### src/verilog/scpc_pkg.sv
package scpc_pkg;
    // Register indices; byte address is four times the index
    localparam logic [7:0] IDX_MEM_WAIT = 8'h8E;
    localparam logic [7:0] IDX_PWR      = 8'h87;
    localparam logic [7:0] IDX_P1_WAKE  = 8'h91;
    localparam logic [7:0] IDX_DIV_SEL  = 8'hE5;
    localparam logic [7:0] IDX_APPLY    = 8'hE6;
    localparam logic [7:0] IDX_STATUS   = 8'hF0;

    // Reset values
    localparam logic [6:0] RST_MEM_WAIT = 7'h71;
    localparam logic [4:0] RST_PWR      = 5'h08;
    localparam logic [7:0] RST_P1_WAKE  = 8'h00;
    localparam logic [3:0] RST_DIV_SEL  = 4'hF;

    // Field positions
    localparam int unsigned PWS_LO  = 4;
    localparam int unsigned RWS_BIT = 3;
    localparam int unsigned RWR_LO  = 0;
    localparam int unsigned LCS_BIT = 7;
    localparam int unsigned KEEP_BIT = 4;
    localparam int unsigned STOP_BIT = 1;
    localparam int unsigned IDLE_BIT = 0;

    localparam logic [7:0] APPLY_CODE = 8'h69;
    localparam logic [6:0] DIV_FULL   = 7'h7F;

    // Timing, in oscillator periods unless named otherwise
    localparam int unsigned CFG_SLOW_PERIODS   = 8;
    localparam int unsigned CFG_FAST_PERIODS   = 131072;
    localparam int unsigned WARM_LONG_PERIODS  = 2048;
    localparam int unsigned WARM_SHORT_PERIODS = 64;
    localparam int unsigned WARM_SLOW_PERIODS  = 5;
    localparam int unsigned LX_WARM_PERIODS    = 1024;
    localparam int unsigned CLK_PERIOD_NS      = 4;
    localparam int unsigned LX_STOP_NS         = 200000;

    typedef enum logic [2:0] {
        ST_CFG  = 3'b000,
        ST_WARM = 3'b001,
        ST_RUN  = 3'b011,
        ST_IDLE = 3'b010,
        ST_STOP = 3'b110,
        ST_WAKE = 3'b111
    } scpc_state_type;

    typedef enum logic [1:0] {
        MEM_PROG   = 2'h0,
        MEM_RAM_RD = 2'h1,
        MEM_RAM_WR = 2'h2
    } scpc_mem_kind_type;

    typedef struct packed {
        logic              valid;
        scpc_mem_kind_type kind;
    } scpc_mem_req_type;

    typedef struct packed {
        logic cpu;
        logic periph;
        logic fast_osc;
        logic slow;
    } scpc_clk_en_type;
endpackage : scpc_pkg

### src/verilog/scpc_top.sv
// What this block does
// - After power-up hold off for 8 slow RC plus 2^17 fast RC periods.
// - After any reset wait 2048 fast plus 5 slow periods before releasing.
// - Crystal-source stop wake-up waits 2048 fast plus 5 slow periods.
// - RC-source stop wake-up waits only 64 fast plus 5 slow periods.
// - Program read wait field adds 0..7 cycles; resets to seven.
// - RAM write stretch bit 3 adds extra cycles to RAM writes; resets off.
// - RAM read wait field adds 0..7 cycles; resets to one.
// - Writing 0x69 to apply register commits pending divider to CPU clock.
// - Divider codes 000..111 give ratios 128 down to 1; reset 111.
// - Each port-1 wake enable bit allows wake-up by its pin; reset zero.
// - Low clock source bit 7: zero drives slow crystal, one selects RC.
// - Idle gates only CPU clock; port change or interrupt wakes, clears bit.
// - Stop halts CPU, peripherals, oscillators; port change wakes, clears bit.
// - Keep bit 4 lets slow clock run during stop.
// - Warm flag sets after slow crystal warm-up, clears on stop; re-clear restarts.
//
// Decided for this implementation: the APB register port.
`timescale 1ns/1ps
module scpc_top #(
    parameter int unsigned CFG_FAST      = scpc_pkg::CFG_FAST_PERIODS,
    parameter int unsigned WARM_LONG     = scpc_pkg::WARM_LONG_PERIODS,
    parameter int unsigned LX_WARM       = scpc_pkg::LX_WARM_PERIODS,
    parameter int unsigned LX_STOP_CYC   = scpc_pkg::LX_STOP_NS / scpc_pkg::CLK_PERIOD_NS,
    parameter logic [2:0]  RAM_WR_EXTRA  = 3'h1
) (
    input  wire logic                       clk,
    input  wire logic                       rst,
    input  wire logic [11:0]                paddr,
    input  wire logic                       psel,
    input  wire logic                       penable,
    input  wire logic                       pwrite,
    input  wire logic [31:0]                pwdata,
    output logic [31:0]                     prdata,
    output logic                            pready,
    output logic                            pslverr,
    input  wire scpc_pkg::scpc_mem_req_type mem_req,
    output logic                            mem_ready,
    input  wire logic                       fast_osc_pin,
    input  wire logic                       slow_rc_pin,
    input  wire logic                       slow_crystal_in,
    input  wire logic                       hosc_is_rc_pin,
    input  wire logic [7:0]                 port0_pins,
    input  wire logic [7:0]                 port1_pins,
    input  wire logic                       irq_pending,
    output scpc_pkg::scpc_clk_en_type       clk_en,
    output logic [2:0]                      cpu_div_code,
    output logic                            slow_crystal_drive
);
    import scpc_pkg::*;

    localparam int unsigned SW = 20;

    function automatic logic [6:0] div_limit(input logic [2:0] code);
        return DIV_FULL >> code;
    endfunction : div_limit

    logic [SW-1:0]   sync1_r;
    logic [SW-1:0]   sync2_r;
    logic [SW-1:0]   prev_r;
    logic [SW-1:0]   edge_any;
    logic [6:0]      mem_wait_r;
    logic [6:0]      mem_wait_nxt;
    logic [4:0]      pwr_r;
    logic [4:0]      pwr_nxt;
    logic [7:0]      p1_wake_r;
    logic [7:0]      p1_wake_nxt;
    logic [3:0]      div_sel_r;
    logic [3:0]      div_sel_nxt;
    logic [2:0]      active_div_r;
    logic [2:0]      active_div_nxt;
    logic [31:0]     prdata_r;
    logic [31:0]     prdata_nxt;
    logic            pready_r;
    logic            pslverr_r;
    logic            pslverr_nxt;
    scpc_state_type  state_r;
    scpc_state_type  state_nxt;
    scpc_clk_en_type clk_en_r;
    scpc_clk_en_type clk_en_nxt;
    logic [6:0]      div_cnt_r;
    logic [6:0]      div_cnt_nxt;
    logic            boot_r;
    logic            warm_flag_r;
    logic            warm_flag_nxt;
    logic            lx_dead_r;
    logic            lx_dead_nxt;
    logic [10:0]     lx_cnt_r;
    logic [10:0]     lx_cnt_nxt;
    logic [15:0]     lx_gap_r;
    logic [15:0]     lx_gap_nxt;
    logic            drive_r;
    logic [7:0]      idx;
    logic            addr_ok;
    logic            wr_en;
    logic            wake_port;
    logic            wu_start;
    logic [17:0]     wu_fast;
    logic [3:0]      wu_slow;
    logic            wu_done;
    logic            st_start;
    logic [2:0]      st_extra;
    logic            st_busy;

    // Pins cross into clk through two flops; edges read only the second
    always_ff @(posedge clk or posedge rst) begin
        if (rst) begin
            sync1_r <= '0;
            sync2_r <= '0;
            prev_r  <= '0;
        end else begin
            sync1_r <= {hosc_is_rc_pin, slow_crystal_in, slow_rc_pin, fast_osc_pin, port1_pins, port0_pins};
            sync2_r <= sync1_r;
            prev_r  <= sync2_r;
        end
    end

    // Edge decode; bit 16 fast osc, 17 slow RC, 18 slow crystal
    always_comb begin
        edge_any = sync2_r ^ prev_r;
        wake_port = (|edge_any[7:0]) || (|(edge_any[15:8] & p1_wake_r));
    end

    // APB decode: word aligned, index in address bits 9:2
    always_comb begin
        idx     = paddr[9:2];
        addr_ok = (paddr[1:0] == 2'b00) && (paddr[11:10] == 2'b00);
        wr_en   = psel && penable && pready_r && pwrite && addr_ok; // Bad address never lands
    end

    // Register writes, hardware clears of the mode bits, read mux
    always_comb begin
        mem_wait_nxt   = mem_wait_r;
        pwr_nxt        = pwr_r;
        p1_wake_nxt    = p1_wake_r;
        div_sel_nxt    = div_sel_r;
        active_div_nxt = active_div_r;
        prdata_nxt     = prdata_r;
        pslverr_nxt    = 1'b0;
        if (state_r == ST_IDLE && state_nxt == ST_RUN) begin
            pwr_nxt[IDLE_BIT] = 1'b0;
        end
        if (state_r == ST_STOP && state_nxt == ST_WAKE) begin
            pwr_nxt[STOP_BIT] = 1'b0;
        end
        if (wr_en) begin
            case (idx)
                IDX_MEM_WAIT: mem_wait_nxt = pwdata[6:0];
                IDX_PWR:      pwr_nxt      = pwdata[4:0];
                IDX_P1_WAKE:  p1_wake_nxt  = pwdata[7:0];
                IDX_DIV_SEL:  div_sel_nxt  = {pwdata[LCS_BIT], pwdata[2:0]};
                IDX_APPLY: begin
                    if (pwdata[7:0] == APPLY_CODE) begin
                        active_div_nxt = div_sel_r[2:0];
                    end
                end
                default: ;
            endcase
        end
        if (psel && !penable) begin
            pslverr_nxt = !addr_ok;
            case (idx)
                IDX_MEM_WAIT: prdata_nxt = {25'h0, mem_wait_r};
                IDX_PWR:      prdata_nxt = {27'h0, pwr_r};
                IDX_P1_WAKE:  prdata_nxt = {24'h0, p1_wake_r};
                IDX_DIV_SEL:  prdata_nxt = {24'h0, div_sel_r[3], 4'h0, div_sel_r[2:0]};
                IDX_APPLY:    prdata_nxt = 32'h0000_0000;
                IDX_STATUS:   prdata_nxt = {27'h0, active_div_r, state_r == ST_RUN, warm_flag_r};
                default: begin
                    prdata_nxt  = 32'h0000_0000;
                    pslverr_nxt = 1'b1;
                end
            endcase
            if (!addr_ok) begin
                prdata_nxt = 32'h0000_0000;
            end
        end
    end

    // Register bank; answer comes one cycle after setup
    always_ff @(posedge clk or posedge rst) begin
        if (rst) begin
            mem_wait_r   <= RST_MEM_WAIT;
            pwr_r        <= RST_PWR;
            p1_wake_r    <= RST_P1_WAKE;
            div_sel_r    <= RST_DIV_SEL;
            active_div_r <= RST_DIV_SEL[2:0];
            prdata_r     <= 32'h0000_0000;
            pready_r     <= 1'b0;
            pslverr_r    <= 1'b0;
        end else begin
            mem_wait_r   <= mem_wait_nxt;
            pwr_r        <= pwr_nxt;
            p1_wake_r    <= p1_wake_nxt;
            div_sel_r    <= div_sel_nxt;
            active_div_r <= active_div_nxt;
            prdata_r     <= prdata_nxt;
            pready_r     <= psel && !penable;
            pslverr_r    <= pslverr_nxt;
        end
    end

    // Mode sequencer and warm-up requests
    always_comb begin
        state_nxt = state_r;
        wu_start  = 1'b0;
        wu_fast   = 18'(WARM_LONG);
        wu_slow   = 4'(WARM_SLOW_PERIODS);
        case (state_r)
            ST_CFG: begin
                if (boot_r) begin
                    wu_start = 1'b1;
                    wu_fast  = 18'(CFG_FAST);
                    wu_slow  = 4'(CFG_SLOW_PERIODS);
                end else if (wu_done) begin
                    wu_start  = 1'b1;
                    state_nxt = ST_WARM;
                end
            end
            ST_WARM: if (wu_done) state_nxt = ST_RUN;
            ST_RUN: begin
                if (pwr_r[STOP_BIT]) begin
                    state_nxt = ST_STOP;
                end else if (pwr_r[IDLE_BIT]) begin
                    state_nxt = ST_IDLE;
                end
            end
            ST_IDLE: if (wake_port || irq_pending) state_nxt = ST_RUN;
            ST_STOP: begin
                if (wake_port) begin
                    state_nxt = ST_WAKE;
                    wu_start  = 1'b1;
                    if (sync2_r[19]) begin
                        wu_fast = 18'(WARM_SHORT_PERIODS);
                    end else begin
                        wu_fast = 18'(WARM_LONG);
                    end
                end
            end
            ST_WAKE: if (wu_done) state_nxt = ST_RUN;
            default: state_nxt = ST_CFG;
        endcase
    end

    // Clock enables; divider restarts on apply so the first period is whole
    always_comb begin
        div_cnt_nxt = div_cnt_r + 7'h1;
        if (div_cnt_r >= div_limit(active_div_r) || active_div_nxt != active_div_r) begin
            div_cnt_nxt = 7'h0;
        end
        clk_en_nxt.cpu      = (state_r == ST_RUN) && (div_cnt_r == div_limit(active_div_r));
        clk_en_nxt.periph   = (state_r == ST_RUN) || (state_r == ST_IDLE);
        clk_en_nxt.fast_osc = (state_r != ST_STOP);
        clk_en_nxt.slow     = (state_r != ST_STOP) || pwr_r[KEEP_BIT];
    end

    always_ff @(posedge clk or posedge rst) begin
        if (rst) begin
            state_r   <= ST_CFG;
            boot_r    <= 1'b1;
            div_cnt_r <= 7'h0;
            clk_en_r  <= '0;
        end else begin
            state_r   <= state_nxt;
            boot_r    <= 1'b0;
            div_cnt_r <= div_cnt_nxt;
            clk_en_r  <= clk_en_nxt;
        end
    end

    // Slow crystal warm-up; a dead crystal waits for a fresh source clear
    always_comb begin
        lx_cnt_nxt    = lx_cnt_r;
        warm_flag_nxt = warm_flag_r;
        lx_dead_nxt   = lx_dead_r;
        lx_gap_nxt    = edge_any[18] ? 16'h0000 : lx_gap_r + 16'h0001;
        if (div_sel_r[3]) begin
            lx_cnt_nxt    = 11'h000;
            warm_flag_nxt = 1'b0;
            lx_gap_nxt    = 16'h0000;
        end else if (!lx_dead_r && lx_gap_r >= 16'(LX_STOP_CYC)) begin
            warm_flag_nxt = 1'b0;
            lx_dead_nxt   = 1'b1;
        end else if (!lx_dead_r && edge_any[18] && !warm_flag_r) begin
            lx_cnt_nxt = lx_cnt_r + 11'h001;
            if (lx_cnt_nxt == 11'(LX_WARM)) begin
                warm_flag_nxt = 1'b1;
            end
        end
        if (wr_en && idx == IDX_DIV_SEL && !pwdata[LCS_BIT]) begin
            lx_cnt_nxt    = 11'h000;
            warm_flag_nxt = 1'b0;
            lx_dead_nxt   = 1'b0;
            lx_gap_nxt    = 16'h0000;
        end
    end

    always_ff @(posedge clk or posedge rst) begin
        if (rst) begin
            lx_cnt_r    <= 11'h000;
            warm_flag_r <= 1'b0;
            lx_dead_r   <= 1'b0;
            lx_gap_r    <= 16'h0000;
            drive_r     <= 1'b0;
        end else begin
            lx_cnt_r    <= lx_cnt_nxt;
            warm_flag_r <= warm_flag_nxt;
            lx_dead_r   <= lx_dead_nxt;
            lx_gap_r    <= lx_gap_nxt;
            drive_r     <= !div_sel_r[3];
        end
    end

    // Memory wait selection per access kind
    always_comb begin
        st_start = mem_req.valid && (state_r == ST_RUN);
        case (mem_req.kind)
            MEM_PROG:   st_extra = mem_wait_r[PWS_LO +: 3];
            MEM_RAM_RD: st_extra = mem_wait_r[RWR_LO +: 3];
            MEM_RAM_WR: st_extra = mem_wait_r[RWS_BIT] ? RAM_WR_EXTRA : 3'h0;
            default:    st_extra = 3'h0;
        endcase
    end

    scpc_warmup #(.FW(18)) u_warmup (
        .clk         (clk),
        .rst         (rst),
        .start       (wu_start),
        .fast_target (wu_fast),
        .slow_target (wu_slow),
        .fast_tick   (edge_any[16] && sync2_r[16]),
        .slow_tick   (edge_any[17] && sync2_r[17]),
        .done_r      (wu_done)
    );

    scpc_wait_stretch u_stretch (
        .clk    (clk),
        .rst    (rst),
        .start  (st_start),
        .extra  (st_extra),
        .busy   (st_busy),
        .done_r (mem_ready)
    );

    assign prdata             = prdata_r;
    assign pready             = pready_r;
    assign pslverr            = pslverr_r;
    assign clk_en             = clk_en_r;
    assign cpu_div_code       = active_div_r;
    assign slow_crystal_drive = drive_r;
endmodule : scpc_top

### src/verilog/scpc_wait_stretch.sv
`timescale 1ns/1ps
module scpc_wait_stretch (
    input  wire logic       clk,
    input  wire logic       rst,
    input  wire logic       start,
    input  wire logic [2:0] extra,
    output logic            busy,
    output logic            done_r
);
    logic [2:0] cnt_r;
    logic [2:0] cnt_nxt;
    logic       busy_r;
    logic       busy_nxt;
    logic       done_nxt;

    // Zero extra answers next cycle; n extra answers n+1 cycles after start
    always_comb begin
        cnt_nxt  = cnt_r;
        busy_nxt = busy_r;
        done_nxt = 1'b0;
        if (start && !busy_r) begin
            if (extra == 3'h0) begin
                done_nxt = 1'b1;
            end else begin
                busy_nxt = 1'b1;
                cnt_nxt  = extra;
            end
        end else if (busy_r) begin
            if (cnt_r == 3'h1) begin
                busy_nxt = 1'b0;
                done_nxt = 1'b1;
                cnt_nxt  = 3'h0;
            end else begin
                cnt_nxt = cnt_r - 3'h1;
            end
        end
    end

    always_ff @(posedge clk or posedge rst) begin
        if (rst) begin
            cnt_r  <= 3'h0;
            busy_r <= 1'b0;
            done_r <= 1'b0;
        end else begin
            cnt_r  <= cnt_nxt;
            busy_r <= busy_nxt;
            done_r <= done_nxt;
        end
    end

    assign busy = busy_r;
endmodule : scpc_wait_stretch

### src/verilog/scpc_warmup.sv
`timescale 1ns/1ps
module scpc_warmup #(
    parameter int unsigned FW = 18
) (
    input  wire logic          clk,
    input  wire logic          rst,
    input  wire logic          start,
    input  wire logic [FW-1:0] fast_target,
    input  wire logic [3:0]    slow_target,
    input  wire logic          fast_tick,
    input  wire logic          slow_tick,
    output logic               done_r
);
    logic [FW-1:0] fcnt_r;
    logic [FW-1:0] fcnt_nxt;
    logic [3:0]    scnt_r;
    logic [3:0]    scnt_nxt;
    logic [1:0]    phase_r;
    logic [1:0]    phase_nxt;
    logic [FW-1:0] ftgt_r;
    logic [FW-1:0] ftgt_nxt;
    logic [3:0]    stgt_r;
    logic [3:0]    stgt_nxt;
    logic          done_nxt;

    // Fast periods first, then slow periods; a new start restarts
    always_comb begin
        fcnt_nxt  = fcnt_r;
        scnt_nxt  = scnt_r;
        phase_nxt = phase_r;
        ftgt_nxt  = ftgt_r;
        stgt_nxt  = stgt_r;
        done_nxt  = 1'b0;
        if (start) begin
            fcnt_nxt  = '0;
            scnt_nxt  = 4'h0;
            ftgt_nxt  = fast_target;
            stgt_nxt  = slow_target;
            phase_nxt = 2'h1;
        end else if (phase_r == 2'h1) begin
            if (fcnt_r == ftgt_r) begin
                phase_nxt = 2'h2;
            end else if (fast_tick) begin
                fcnt_nxt = fcnt_r + 1'b1;
            end
        end else if (phase_r == 2'h2) begin
            if (scnt_r == stgt_r) begin
                phase_nxt = 2'h0;
                done_nxt  = 1'b1;
            end else if (slow_tick) begin
                scnt_nxt = scnt_r + 4'h1;
            end
        end
    end

    always_ff @(posedge clk or posedge rst) begin
        if (rst) begin
            fcnt_r  <= '0;
            scnt_r  <= 4'h0;
            phase_r <= 2'h0;
            ftgt_r  <= '0;
            stgt_r  <= 4'h0;
            done_r  <= 1'b0;
        end else begin
            fcnt_r  <= fcnt_nxt;
            scnt_r  <= scnt_nxt;
            phase_r <= phase_nxt;
            ftgt_r  <= ftgt_nxt;
            stgt_r  <= stgt_nxt;
            done_r  <= done_nxt;
        end
    end
endmodule : scpc_warmup

### config.mk
export PLATFORM = sky130hd
export DESIGN_NAME = scpc_top
export DESIGN_NICKNAME = d
export VERILOG_FILES = /design/src/verilog/scpc_pkg.sv /design/src/verilog/scpc_top.sv /design/src/verilog/scpc_wait_stretch.sv /design/src/verilog/scpc_warmup.sv
export SDC_FILE = /design/constraint.sdc
export NUM_CORES = 1
export LEC_CHECK = 0
export ABC_AREA = 1
export BUFFER_PORTS_ARGS = -buffer_cell sky130_fd_sc_hd__buf_2
export CAP_MARGIN = 20
export CORE_MARGIN = 5
export CORE_UTILIZATION = 62
export CTS_BUF_LIST = sky130_fd_sc_hd__clkbuf_16
export DETAILED_ROUTE_END_ITERATION = 8
export PLACE_DENSITY_LB_ADDON = 0.15
export SYNTH_ARGS = -nofsm -noshare
export SYNTH_HDL_FRONTEND = slang
export SYNTH_SLANG_ARGS = --single-unit
### constraint.sdc
create_clock -name clk -period 15.1 [get_ports clk]
set_clock_uncertainty 0.1 [all_clocks]
set_input_delay 4.53 -clock clk [delete_from_list [all_inputs] [get_ports clk]]
set_output_delay 4.53 -clock clk [all_outputs]
set_load 0.01 [all_outputs]
==> summary.md, run 1 <==
| Metric | Value |
|---|---|
| Detailed Place HPWL | `around 12000 um` |
| GRT Util Overall | `0.215` |
| CTS Buffer Depth | `2` |
| Share of layout cells above drive strength 1 | `0.150` |
| Largest net degree at the start of global routing | `95` |
| Kind of critical path | `input port to flip-flop` |
| Number of setup buffers added after CTS | `0` |
| Post-CTS sizing | `0` |
| Syn avg cell area | `about 8.6 um2` |
| Hold path start | `sync1_r[17]` |
| Post-synth EDFFs | `0` |
| Core Footprint | `13300 um2` |
| DR WL/cell | `13.0 um` |
| CTS tree | `yes` |
| Final-report hold violation count | `0` |
| GP Congestion | `0.880` |
| Critical Path RT | `roughly 15 ns` |
| Seq pwr share | `0.498` |
| Slew @ Worst Pin | `around 0.8 ns` |
| Top_reg_cell synth | `dfrtp_1` |
| Worst VDD drop | `90.9 uV` |
| Largest delay share family, worst path | `simple AND/OR/NAND/NOR gates` |
| Clock power frac | `0.431` |
| Row cnt | `42` |
| Setup-failing EPs final | `0` |
| IO buf count | `67` |
| Vias in the first global route | `between 6000 and 7000` |
| Final Critical Period | `about 5.8 ns` |
| Hold Path Class | `flip-flop to flip-flop` |
| Ant. Diodes | `0` |
| Post-route DRC | `0` |
| Top-level I/O count | `roughly 120` |
| Post-Synthesis Cells | `between 900 and 1000` |
| CP max-delay cell | `or2_1` |
| Die Wd | `around 130 um` |
| R2R Path Start | `cpu_div_code[0]` |
| Switch share | `0.266` |
| Asr flop ratio synth | `1.00` |
| Dpl cells | `~1200` |
| Initial antenna violation count | `0` |
| Critical path cell sequence | `buf_2, inv_1, nand2_2, nor3_4, nand3_4, or2_1, nand2_1, o21ai_2` |
| Synth warn | `0` |
| Layout Cells excl Fill | `between 1000 and 1500` |
| Setup repair after global routing missed its margin | `no` |
| First-pass GRT wire length | `about 28000 um` |
| Worst endpoint data arrival time | `around 6.0 ns` |
| Int Pwr | `roughly 0.73 mW` |
| TritonCTS Sinks | `176` |
| Post-detailed-route count of antenna-violating nets | `0` |
| Status | `finished, final reports clean` |
| Power Dens Cells | `~100 nW/um2` |
| Buffers & Inverters on Critical Path | `2` |
| CP Capture Type | `flip-flop` |
| Setup TNS | `0 ns` |
| Net switching power | `approximately 0.27 mW` |
| Post-layout nets | `~1200` |
| Hold_buf cts | `0` |
| Count of cell types in the netlist | `48` |
| Skew-Pair Late Insertion Delay | `~0.44 ns` |
| Initial core utilization | `0.640` |
| Die height | `roughly 130 um` |
| Max-cap violations | `0` |
| Final count of pins violating max slew | `0` |
| Register area share after synthesis | `0.518` |
| Total number of vias | `around 6600` |
| Max Fclk | `around 0.17 GHz` |
| CP peak stage delay | `0.50 ns` |
| Via density | `between 5 and 6` |
| CP max FO | `16` |
| Synthesized cell area | `around 8500 um2` |
| Crit path from | `paddr[0]` |
| CP Launch Type | `input port` |
| DR iter-0 viols | `between 400 and 500` |
| #FFs+latches synth | `176` |
| Drt pass-1 iters | `6` |
| Total Die Area | `16200 um2` |
| Filler cells | `between 1000 and 1500` |
| Num CTS Buffers | `17` |
| Root Buffer | `clkbuf_16` |
| Area Overhead vs Synth | `12.1%` |
| GRT overflow | `0` |
| Max-Slew Margin vs Limit | `0.454` |
| Clk slew on worst S/H paths | `0.07 ns` |
| H-tree levels | `4` |
| Period utilization | `0.382` |
| Cell leakage power | `slightly below 5 nW` |
| Combinational power share | `0.070` |
| Final WL | `16500 um` |
| Flop2flop setup slack | `approximately 13 ns` |
[metrics by stage]
| stage | utilization | total power, mW | cell area [um2] | hold slack, ns | setup slack [ns] |
|---|---|---|---|---|---|
| 6_report | 0.717 | 0.999 | 9570 | 0.249 | 9.34 |
| 5_1_grt | 0.717 | 1.04 | 9570 | 0.258 | 9.18 |
| 4_1_cts | 0.715 | 1.00 | 9540 | 0.252 | 9.11 |
| 3_5_place_dp | 0.671 | 0.577 | 8950 | 0.235 | 8.64 |
| 3_3_place_gp | 0.671 | 0.574 | 8950 | 0.231 | 8.65 |
| 2_1_floorplan | - | 0.562 | 8630 | 0.231 | 5.72 |
[worst paths after layout]
check	to	cells after the start
setup reg to reg	div_cnt_r[3]	12
min in group asynchronous	lx_gap_r[0]	2
hold reg to reg	sync2_r[17]	0
max in group asynchronous	mem_wait_r[5]	4
setup / recovery	p1_wake_r[1]	8
hold / removal	sync2_r[17]	0
[placed cells by master (no fill, tap or decap), drive strengths merged, types with 8 or more instances in the layout]
cell type  netlist  routed
inv            159     167
dfrtp          163     163
xor2            13      13
buf             31      69
nand4           22      22
nor3            17      17
nand3           57      57
nor2           134     134
clkinv           1       8
xnor2            8       8
conb             1      25
clkbuf           0      17
a21oi           23      23
o22ai           21      21
o21ai           65      65
ha              18      18
dfstp           13      13
nand2          224     224
[flip-flops by register name (all words and copies together), names as in the netlist, 4 cells and up]
register / cells
sync1_r: 20
sync2_r: 20
prev_r: 19
u_warmup.fcnt_r: 18
lx_gap_r: 16
lx_cnt_r: 11
p1_wake_r: 8
prdata: 8
div_cnt_r: 7
mem_wait_r: 7
pwr_r: 5
clk_en: 4
div_sel_r: 4
u_warmup.scnt_r: 4
[synth_stat cells, types with 4 or more instances]
library cell  count  area [um2]
nand3_1          53         265
nand4_1          22         138
nand2_1         214         803
xnor2_1           8        70.1
inv_1           154         578
nor4_1            4        25.0
nand2_2           7        43.8
o22ai_2           9         113
ha_1             18         225
o22ai_1          12        75.1
nor2_1          128         480
dfstp_2          13         342
o21ai_0          55         275
nor3_1           15        75.1
a21oi_1          23         115
dfrtp_1         163        4080
o21ai_2           9        78.8
buf_4            25         188
xor2_1           13         114
[power groups by stage]
stage | Clock [mW] | Combinational, mW | Sequential, mW
floorplan | 0 | 0.0569 | 0.505
global placement | 0 | 0.0682 | 0.506
detailed placement | 0 | 0.0698 | 0.507
CTS | 0.436 | 0.0703 | 0.498
global route | 0.459 | 0.0819 | 0.501
finish | 0.431 | 0.0702 | 0.498
[kinds of logic (layout without fill, tap and decap cells)]
family          Yosys count  in the layout  share of synthesized area
simple gates            472            472                      0.248
buf+inv                 191            261                     0.0996
flops                   176            176                      0.518
compound gates          119            119                     0.0865
xor+xnor                 21             21                     0.0215
fa+ha+maj                18             18                     0.0264
other cells               1             25                   0.000439
[routing by layer]
layer,up-vias,share of wire,routed length (um),track usage
li1,3295,-,-,-
met1,3064,0.45,7500,0.288
met2,189,0.47,7740,0.352
met3,18,0.065,1070,0.0513
met4,0,0.011,186,0.0631
met5,-,0,0,0
[area by class of cell]
cell class	instances	area (um2)	share of cell area
inverter	160	611	0.0638
clock buffer	17	425	0.0444
tap	176	220	0.0230
clock inverter	15	168	0.0175
multi-input combinational	655	3360	0.351
sequential	176	4420	0.462
timing repair buffer	69	370	0.0387
No activity file was read; power rests on OpenSTA's default activity.
==> inputs of run 2 (changes only) <==
--- a/config.mk
+++ b/config.mk
@@ -9,7 +9,7 @@
 export BUFFER_PORTS_ARGS = -buffer_cell sky130_fd_sc_hd__buf_2
 export CAP_MARGIN = 20
 export CORE_MARGIN = 5
-export CORE_UTILIZATION = 62
+export CORE_UTILIZATION = 52
 export CTS_BUF_LIST = sky130_fd_sc_hd__clkbuf_16
 export DETAILED_ROUTE_END_ITERATION = 8
 export PLACE_DENSITY_LB_ADDON = 0.15
==> constraint.sdc (replaced) <==
create_clock -name clk -period 4.89 [get_ports clk]
set_clock_uncertainty 0.1 [all_clocks]
set_input_delay 1.467 -clock clk [delete_from_list [all_inputs] [get_ports clk]]
set_output_delay 1.467 -clock clk [all_outputs]
set_load 0.01 [all_outputs]
==> summary.md, run 2 (synthesized netlist as in run 1, its figures left out) <==
| Metric | Value |
|---|---|
| Clk slew on worst S/H paths | `about 0.07 ns` |
| Critical Path RT | `roughly 3.3 ns` |
| Total Die Area | `19100 um2` |
| Int Pwr | `about 2.3 mW` |
| CP peak stage delay | `a little under 0.6 ns` |
| Final WL | `around 16000 um` |
| Final count of pins violating max slew | `0` |
| CP Launch Type | `flip-flop` |
| Crit path from | `cpu_div_code[2]` |
| DR WL/cell | `12.5 um` |
| Switch share | `0.267` |
| Ant. Diodes | `0` |
| Period utilization | `0.558` |
| Total number of vias | `around 6400` |
| Hold Path Class | `flip-flop to flip-flop` |
| Area Overhead vs Synth | `12.7%` |
| Cell leakage power | `~4.8 nW` |
| Clock power frac | `0.433` |
| Post-layout nets | `1171` |
| CP max FO | `5` |
| Largest delay share family, worst path | `flip-flops` |
| Top flop regs | `sync1_r (20), sync2_r (20), prev_r (19)` |
| DR iter-0 viols | `413` |
| TritonCTS Sinks | `176` |
| Detailed Place HPWL | `about 12000 um` |
| Worst endpoint data arrival time | `1.16 ns` |
| Seq pwr share | `0.498` |
| R2R Path Start | `cpu_div_code[2]` |
| Number of setup buffers added after CTS | `0` |
| First-pass GRT wire length | `approximately 29000 um` |
| GP Congestion | `roughly 0.87` |
| Largest net degree at the start of global routing | `100` |
| Share of layout cells above drive strength 1 | `0.151` |
| Hold path start | `sync1_r[12]` |
| Row cnt | `46` |
| Post-route DRC | `0` |
| CP Capture Type | `output port` |
| CP max-delay cell | `dfstp_2` |
| Max-cap violations | `0` |
| Critical path cell sequence | `buf_2` |
| GRT overflow | `0` |
| Setup repair after global routing missed its margin | `no` |
| H-tree levels | `4` |
| GRT Util Overall | `0.179` |
| Final-report hold violation count | `0` |
| Die height | `138 um` |
| CTS Buffer Depth | `2` |
| Skew-Pair Late Insertion Delay | `approximately 0.44 ns` |
| Die Wd | `approximately 140 um` |
| Tot Pwr | `approximately 3.1 mW` |
| Slew @ Worst Pin | `approximately 0.63 ns` |
| Setup-failing EPs final | `0` |
| Buffers & Inverters on Critical Path | `1` |
| Setup TNS | `0 ns` |
| Max Fclk | `~0.37 GHz` |
| Status | `finished, final reports clean` |
| Final Critical Period | `2.73 ns` |
| Post-detailed-route count of antenna-violating nets | `0` |
| Initial core utilization | `0.534` |
| Combinational power share | `0.070` |
| Max-Slew Margin vs Limit | `0.580` |
| Root Buffer | `clkbuf_16` |
| Power Dens Cells | `between 300 and 400 nW/um2` |
| Initial antenna violation count | `0` |
| Net switching power | `just over 0.8 mW` |
| Worst VDD drop | `between 300 and 400 uV` |
| Hold_buf cts | `0` |
| Commonest cells after routing, fill and taps aside | `214 x nand2_1, 163 x dfrtp_1, 153 x inv_1, 128 x nor2_1, 67 x buf_2` |
| Via density | `a little under 5` |
| Num CTS Buffers | `17` |
| Top-level I/O count | `116` |
| Vias in the first global route | `between 5000 and 6000` |
| CTS tree | `yes` |
| Drt pass-1 iters | `5` |
| Most common cell after layout, fill and taps aside | `nand2_1` |
| Kind of critical path | `flip-flop to output port` |
| IO buf count | `67` |
| Core Footprint | `16000 um2` |
| Post-CTS sizing | `0` |
==> run 2: cell count changes in the layout (fill, tap and decap cells not counted) <==
cell and change:
clkinv_8 -1, buf_16 -1, clkinvlp_4 +1, inv_6 -2
buf_12 +1, clkinv_2 -1, inv_1 -1, inv_12 +1
buf_4 +1, clkinv_4 +2
==> run 2: power groups by stage <==
stage                     Sequential (mW)  Combinational [mW]  Clock [mW]
after global routing                 1.55               0.252        1.44
after detailed placement             1.57               0.219           0
final                                1.54               0.215        1.34
after CTS                            1.54               0.220        1.37
after floorplan                      1.56               0.176           0
after global placement               1.56               0.214           0
==> run 2: layout make-up <==
cell class,count,area (um2)
Inverter,160,609
Sequential cell,176,4420
Tap cell,216,270
Fill cell,1427,6380
Clock inverter,14,168
Clock buffer,17,425
Multi-Input combinational cell,655,3360
Timing Repair Buffer,70,370
==> run 2: path summary, 6_finish.rpt <==
| kind | end | slack, ns | depth (start not counted) |
|---|---|---|---|
| worst max register to register | div_cnt_r[1] | 2.56 | 12 |
| worst min register to register | sync2_r[12] | 0.25 | 0 |
| max in group asynchronous | mem_wait_r[4] | 3.16 | 3 |
| worst max-delay path | cpu_div_code[2] | 2.16 | 1 |
| worst min-delay path | sync2_r[12] | 0.25 | 0 |
| min in group asynchronous | u_warmup.fcnt_r[10] | 1.07 | 3 |
==> run 2: metal layers <==
metal	GRT usage	part of all wire	up-vias
met5	0	0	-
met4	0.0463	0.0086	0
met3	0.0503	0.055	17
met2	0.267	0.45	145
met1	0.259	0.49	2990
li1	-	-	3294
==> run 2: through the flow <==
step,cell area [um2],hold WS [ns],worst slack (ns),cells,util
global route,9620,0.257,2.00,1308,0.601
global placement,9030,0.231,1.77,1277,0.564
detailed placement,9030,0.235,1.71,1277,0.564
finish,9620,0.249,2.16,1308,0.601
CTS,9620,0.251,2.14,1308,0.601
floorplan,8630,0.231,1.08,1022,-
==> inputs of run 3 (changes only) <==
==> constraint.sdc (replaced) <==
create_clock -name clk -period 2.4 [get_ports clk]
set_clock_uncertainty 0.1 [all_clocks]
set_input_delay 0.72 -clock clk [delete_from_list [all_inputs] [get_ports clk]]
set_output_delay 0.72 -clock clk [all_outputs]
set_load 0.01 [all_outputs]
==> summary.md, run 3 (synthesized netlist as in run 1, its figures left out) <==
| Metric | Value |
|---|---|
| Final setup margin | `0.230 ns` |
| Metal-1 WL | `just over 8000 um` |
| Post-detailed-route count of antenna-violating nets | `0` |
| Critical path cell sequence | `inv_1, a21oi_2, ha_1, a21oi_1, o21ai_0, a21oi_1, o21ai_0, nand2_1, nand2_1, nor2_1, nand2_2, nor2_1` |
| DR WL/cell | `12.5 um` |
| Hold Path Class | `input port to asynchronous set/reset pin` |
| Area Overhead vs Synth | `13.6%` |
| Cell leakage power | `between 4 and 5 nW` |
| Kind of critical path | `flip-flop to flip-flop` |
| Setup WS pre-CTS | `roughly 0.16 ns` |
| Final-report hold violation count | `0` |
| Detailed Place HPWL | `around 12000 um` |
| Commonest cells after routing, fill and taps aside | `214 x nand2_1, 163 x dfrtp_1, 153 x inv_1, 128 x nor2_1, 67 x buf_2` |
| Final WL | `around 16000 um` |
| CTS tree | `yes` |
| Post-route DRC | `0` |
| DR top layer | `met4` |
| Worst VDD drop | `563 uV` |
| Share of layout cells above drive strength 1 | `0.157` |
| Initial antenna violation count | `0` |
| Setup TNS | `0 ns` |
| Period utilization | `0.904` |
| Slew @ Worst Pin | `0.633 ns` |
| GRT overflow | `0` |
| Max-cap violations | `0` |
| Max-Slew Margin vs Limit | `0.578` |
| Final count of pins violating max slew | `0` |
| GRT Util Overall | `0.177` |
| Root Buffer | `clkbuf_16` |
| Most common cell after layout, fill and taps aside | `nand2_1` |
| Drt pass-1 iters | `6` |
| Tot Pwr | `roughly 6.4 mW` |
| IO buf count | `67` |
| Status | `finished, final reports clean` |
| Critical Path RT | `between 2 and 3 ns` |
| Filler cells | `between 1000 and 1500` |
| DR iter-0 viols | `about 420` |
| Setup repair after global routing missed its margin | `no` |
| Top flop regs | `sync1_r (20), sync2_r (20), prev_r (19)` |
| Ant. Diodes | `0` |
| Total number of vias | `about 6400` |
| Final core utilization | `0.606` |
| Buffers & Inverters on Critical Path | `1` |
| Final Critical Period | `approximately 2.2 ns` |
| Skew-Pair Late Insertion Delay | `0.44 ns` |
| Number of setup buffers added after CTS | `0` |
| CTS Buffer Depth | `2` |
| Max Fclk | `0.461 GHz` |
| Setup-failing EPs final | `0` |
| TritonCTS Sinks | `roughly 180` |
| Area of the multi-input gates | `approximately 3400 um2` |
| Worst endpoint data arrival time | `between 2 and 2.5 ns` |
| Largest net degree at the start of global routing | `78` |
| Routed wl met3 | `~770 um` |
| Die height | `approximately 140 um` |
| Routed met2 length | `between 7000 and 8000 um` |
| Via density | `a little under 5` |
| Vias in the first global route | `~5900` |
| Post-layout nets | `about 1200` |
| Num CTS Buffers | `17` |
| CP peak stage delay | `around 0.58 ns` |
| GP Congestion | `about 0.89` |
| Largest delay share family, worst path | `flip-flops` |
| CP Capture Type | `flip-flop` |
| CP max FO | `7` |
| Core Footprint | `16000 um2` |
| CP Launch Type | `flip-flop` |
| Row cnt | `between 40 and 50` |
| First-pass GRT wire length | `about 28000 um` |
| Initial core utilization | `0.534` |
| Die Wd | `between 100 and 150 um` |
| CP max-delay cell | `dfstp_2` |
| Post-CTS sizing | `0` |
| Clk slew on worst S/H paths | `approximately 0.08 ns` |
| Power Dens Cells | `655 nW/um2` |
| Storage cell area | `roughly 4400 um2` |
| Hold_buf cts | `0` |
| H-tree levels | `4` |
| Hold slack final | `0.0900 ns` |
| Top-level I/O count | `around 120` |
| Total Die Area | `around 19000 um2` |
==> run 3: final timing paths <==
kind | to | startpoint | slack, ns | cells after the start
max in group asynchronous | div_sel_r[0] | rst | 1.41 | 3
min in group clk | sync2_r[0] | sync1_r[0] | 0.25 | 0
worst max register to register | div_cnt_r[0] | cpu_div_code[2] | 0.23 | 12
worst max-delay path | div_cnt_r[0] | cpu_div_code[2] | 0.23 | 12
worst min-delay path | u_warmup.fcnt_r[8] | rst | 0.09 | 2
worst min register to register | sync2_r[0] | sync1_r[0] | 0.25 | 0
==> run 3: per-layer routing <==
| layer | up-vias | track usage |
|---|---|---|
| met4 | 0 | 0.0525 |
| met1 | 2986 | 0.258 |
| met3 | 24 | 0.0452 |
| met5 | - | 0 |
| met2 | 123 | 0.263 |
| li1 | 3307 | - |
==> run 3: cell type report <==
class                      instances  share of cell area
clock inverter                    15              0.0187
sequential                       176               0.456
tap                              216              0.0279
clock buffer                      17              0.0439
timing repair buffer              76              0.0441
inverter                         160              0.0628
multi-input combinational        655               0.347
==> run 3: metrics by stage <==
stage	cell area, um2	cells
2_1_floorplan	8630	1022
3_3_place_gp	9080	1283
3_5_place_dp	9080	1283
4_1_cts	9690	1315
5_1_grt	9700	1315
6_report	9700	1315
==> run 3: where the power goes <==
group          total, mW  internal, mW  switching (mW)
clock               2.78          1.42            1.36
combinational      0.440         0.156           0.284
sequential          3.13          3.07          0.0675
==> run 3: worst register-to-register path, delay by kind of cell, from the launching register on <==
| kind | cells | cell delay [ns] |
|---|---|---|
| AOI/OAI and AO/OA | 5 | 0.58 |
| buffers and inverters | 1 | 0.14 |
| adders and majority gates | 1 | 0.25 |
| and+or+nand+nor | 5 | 0.46 |
| DFF | 1 | 0.58 |
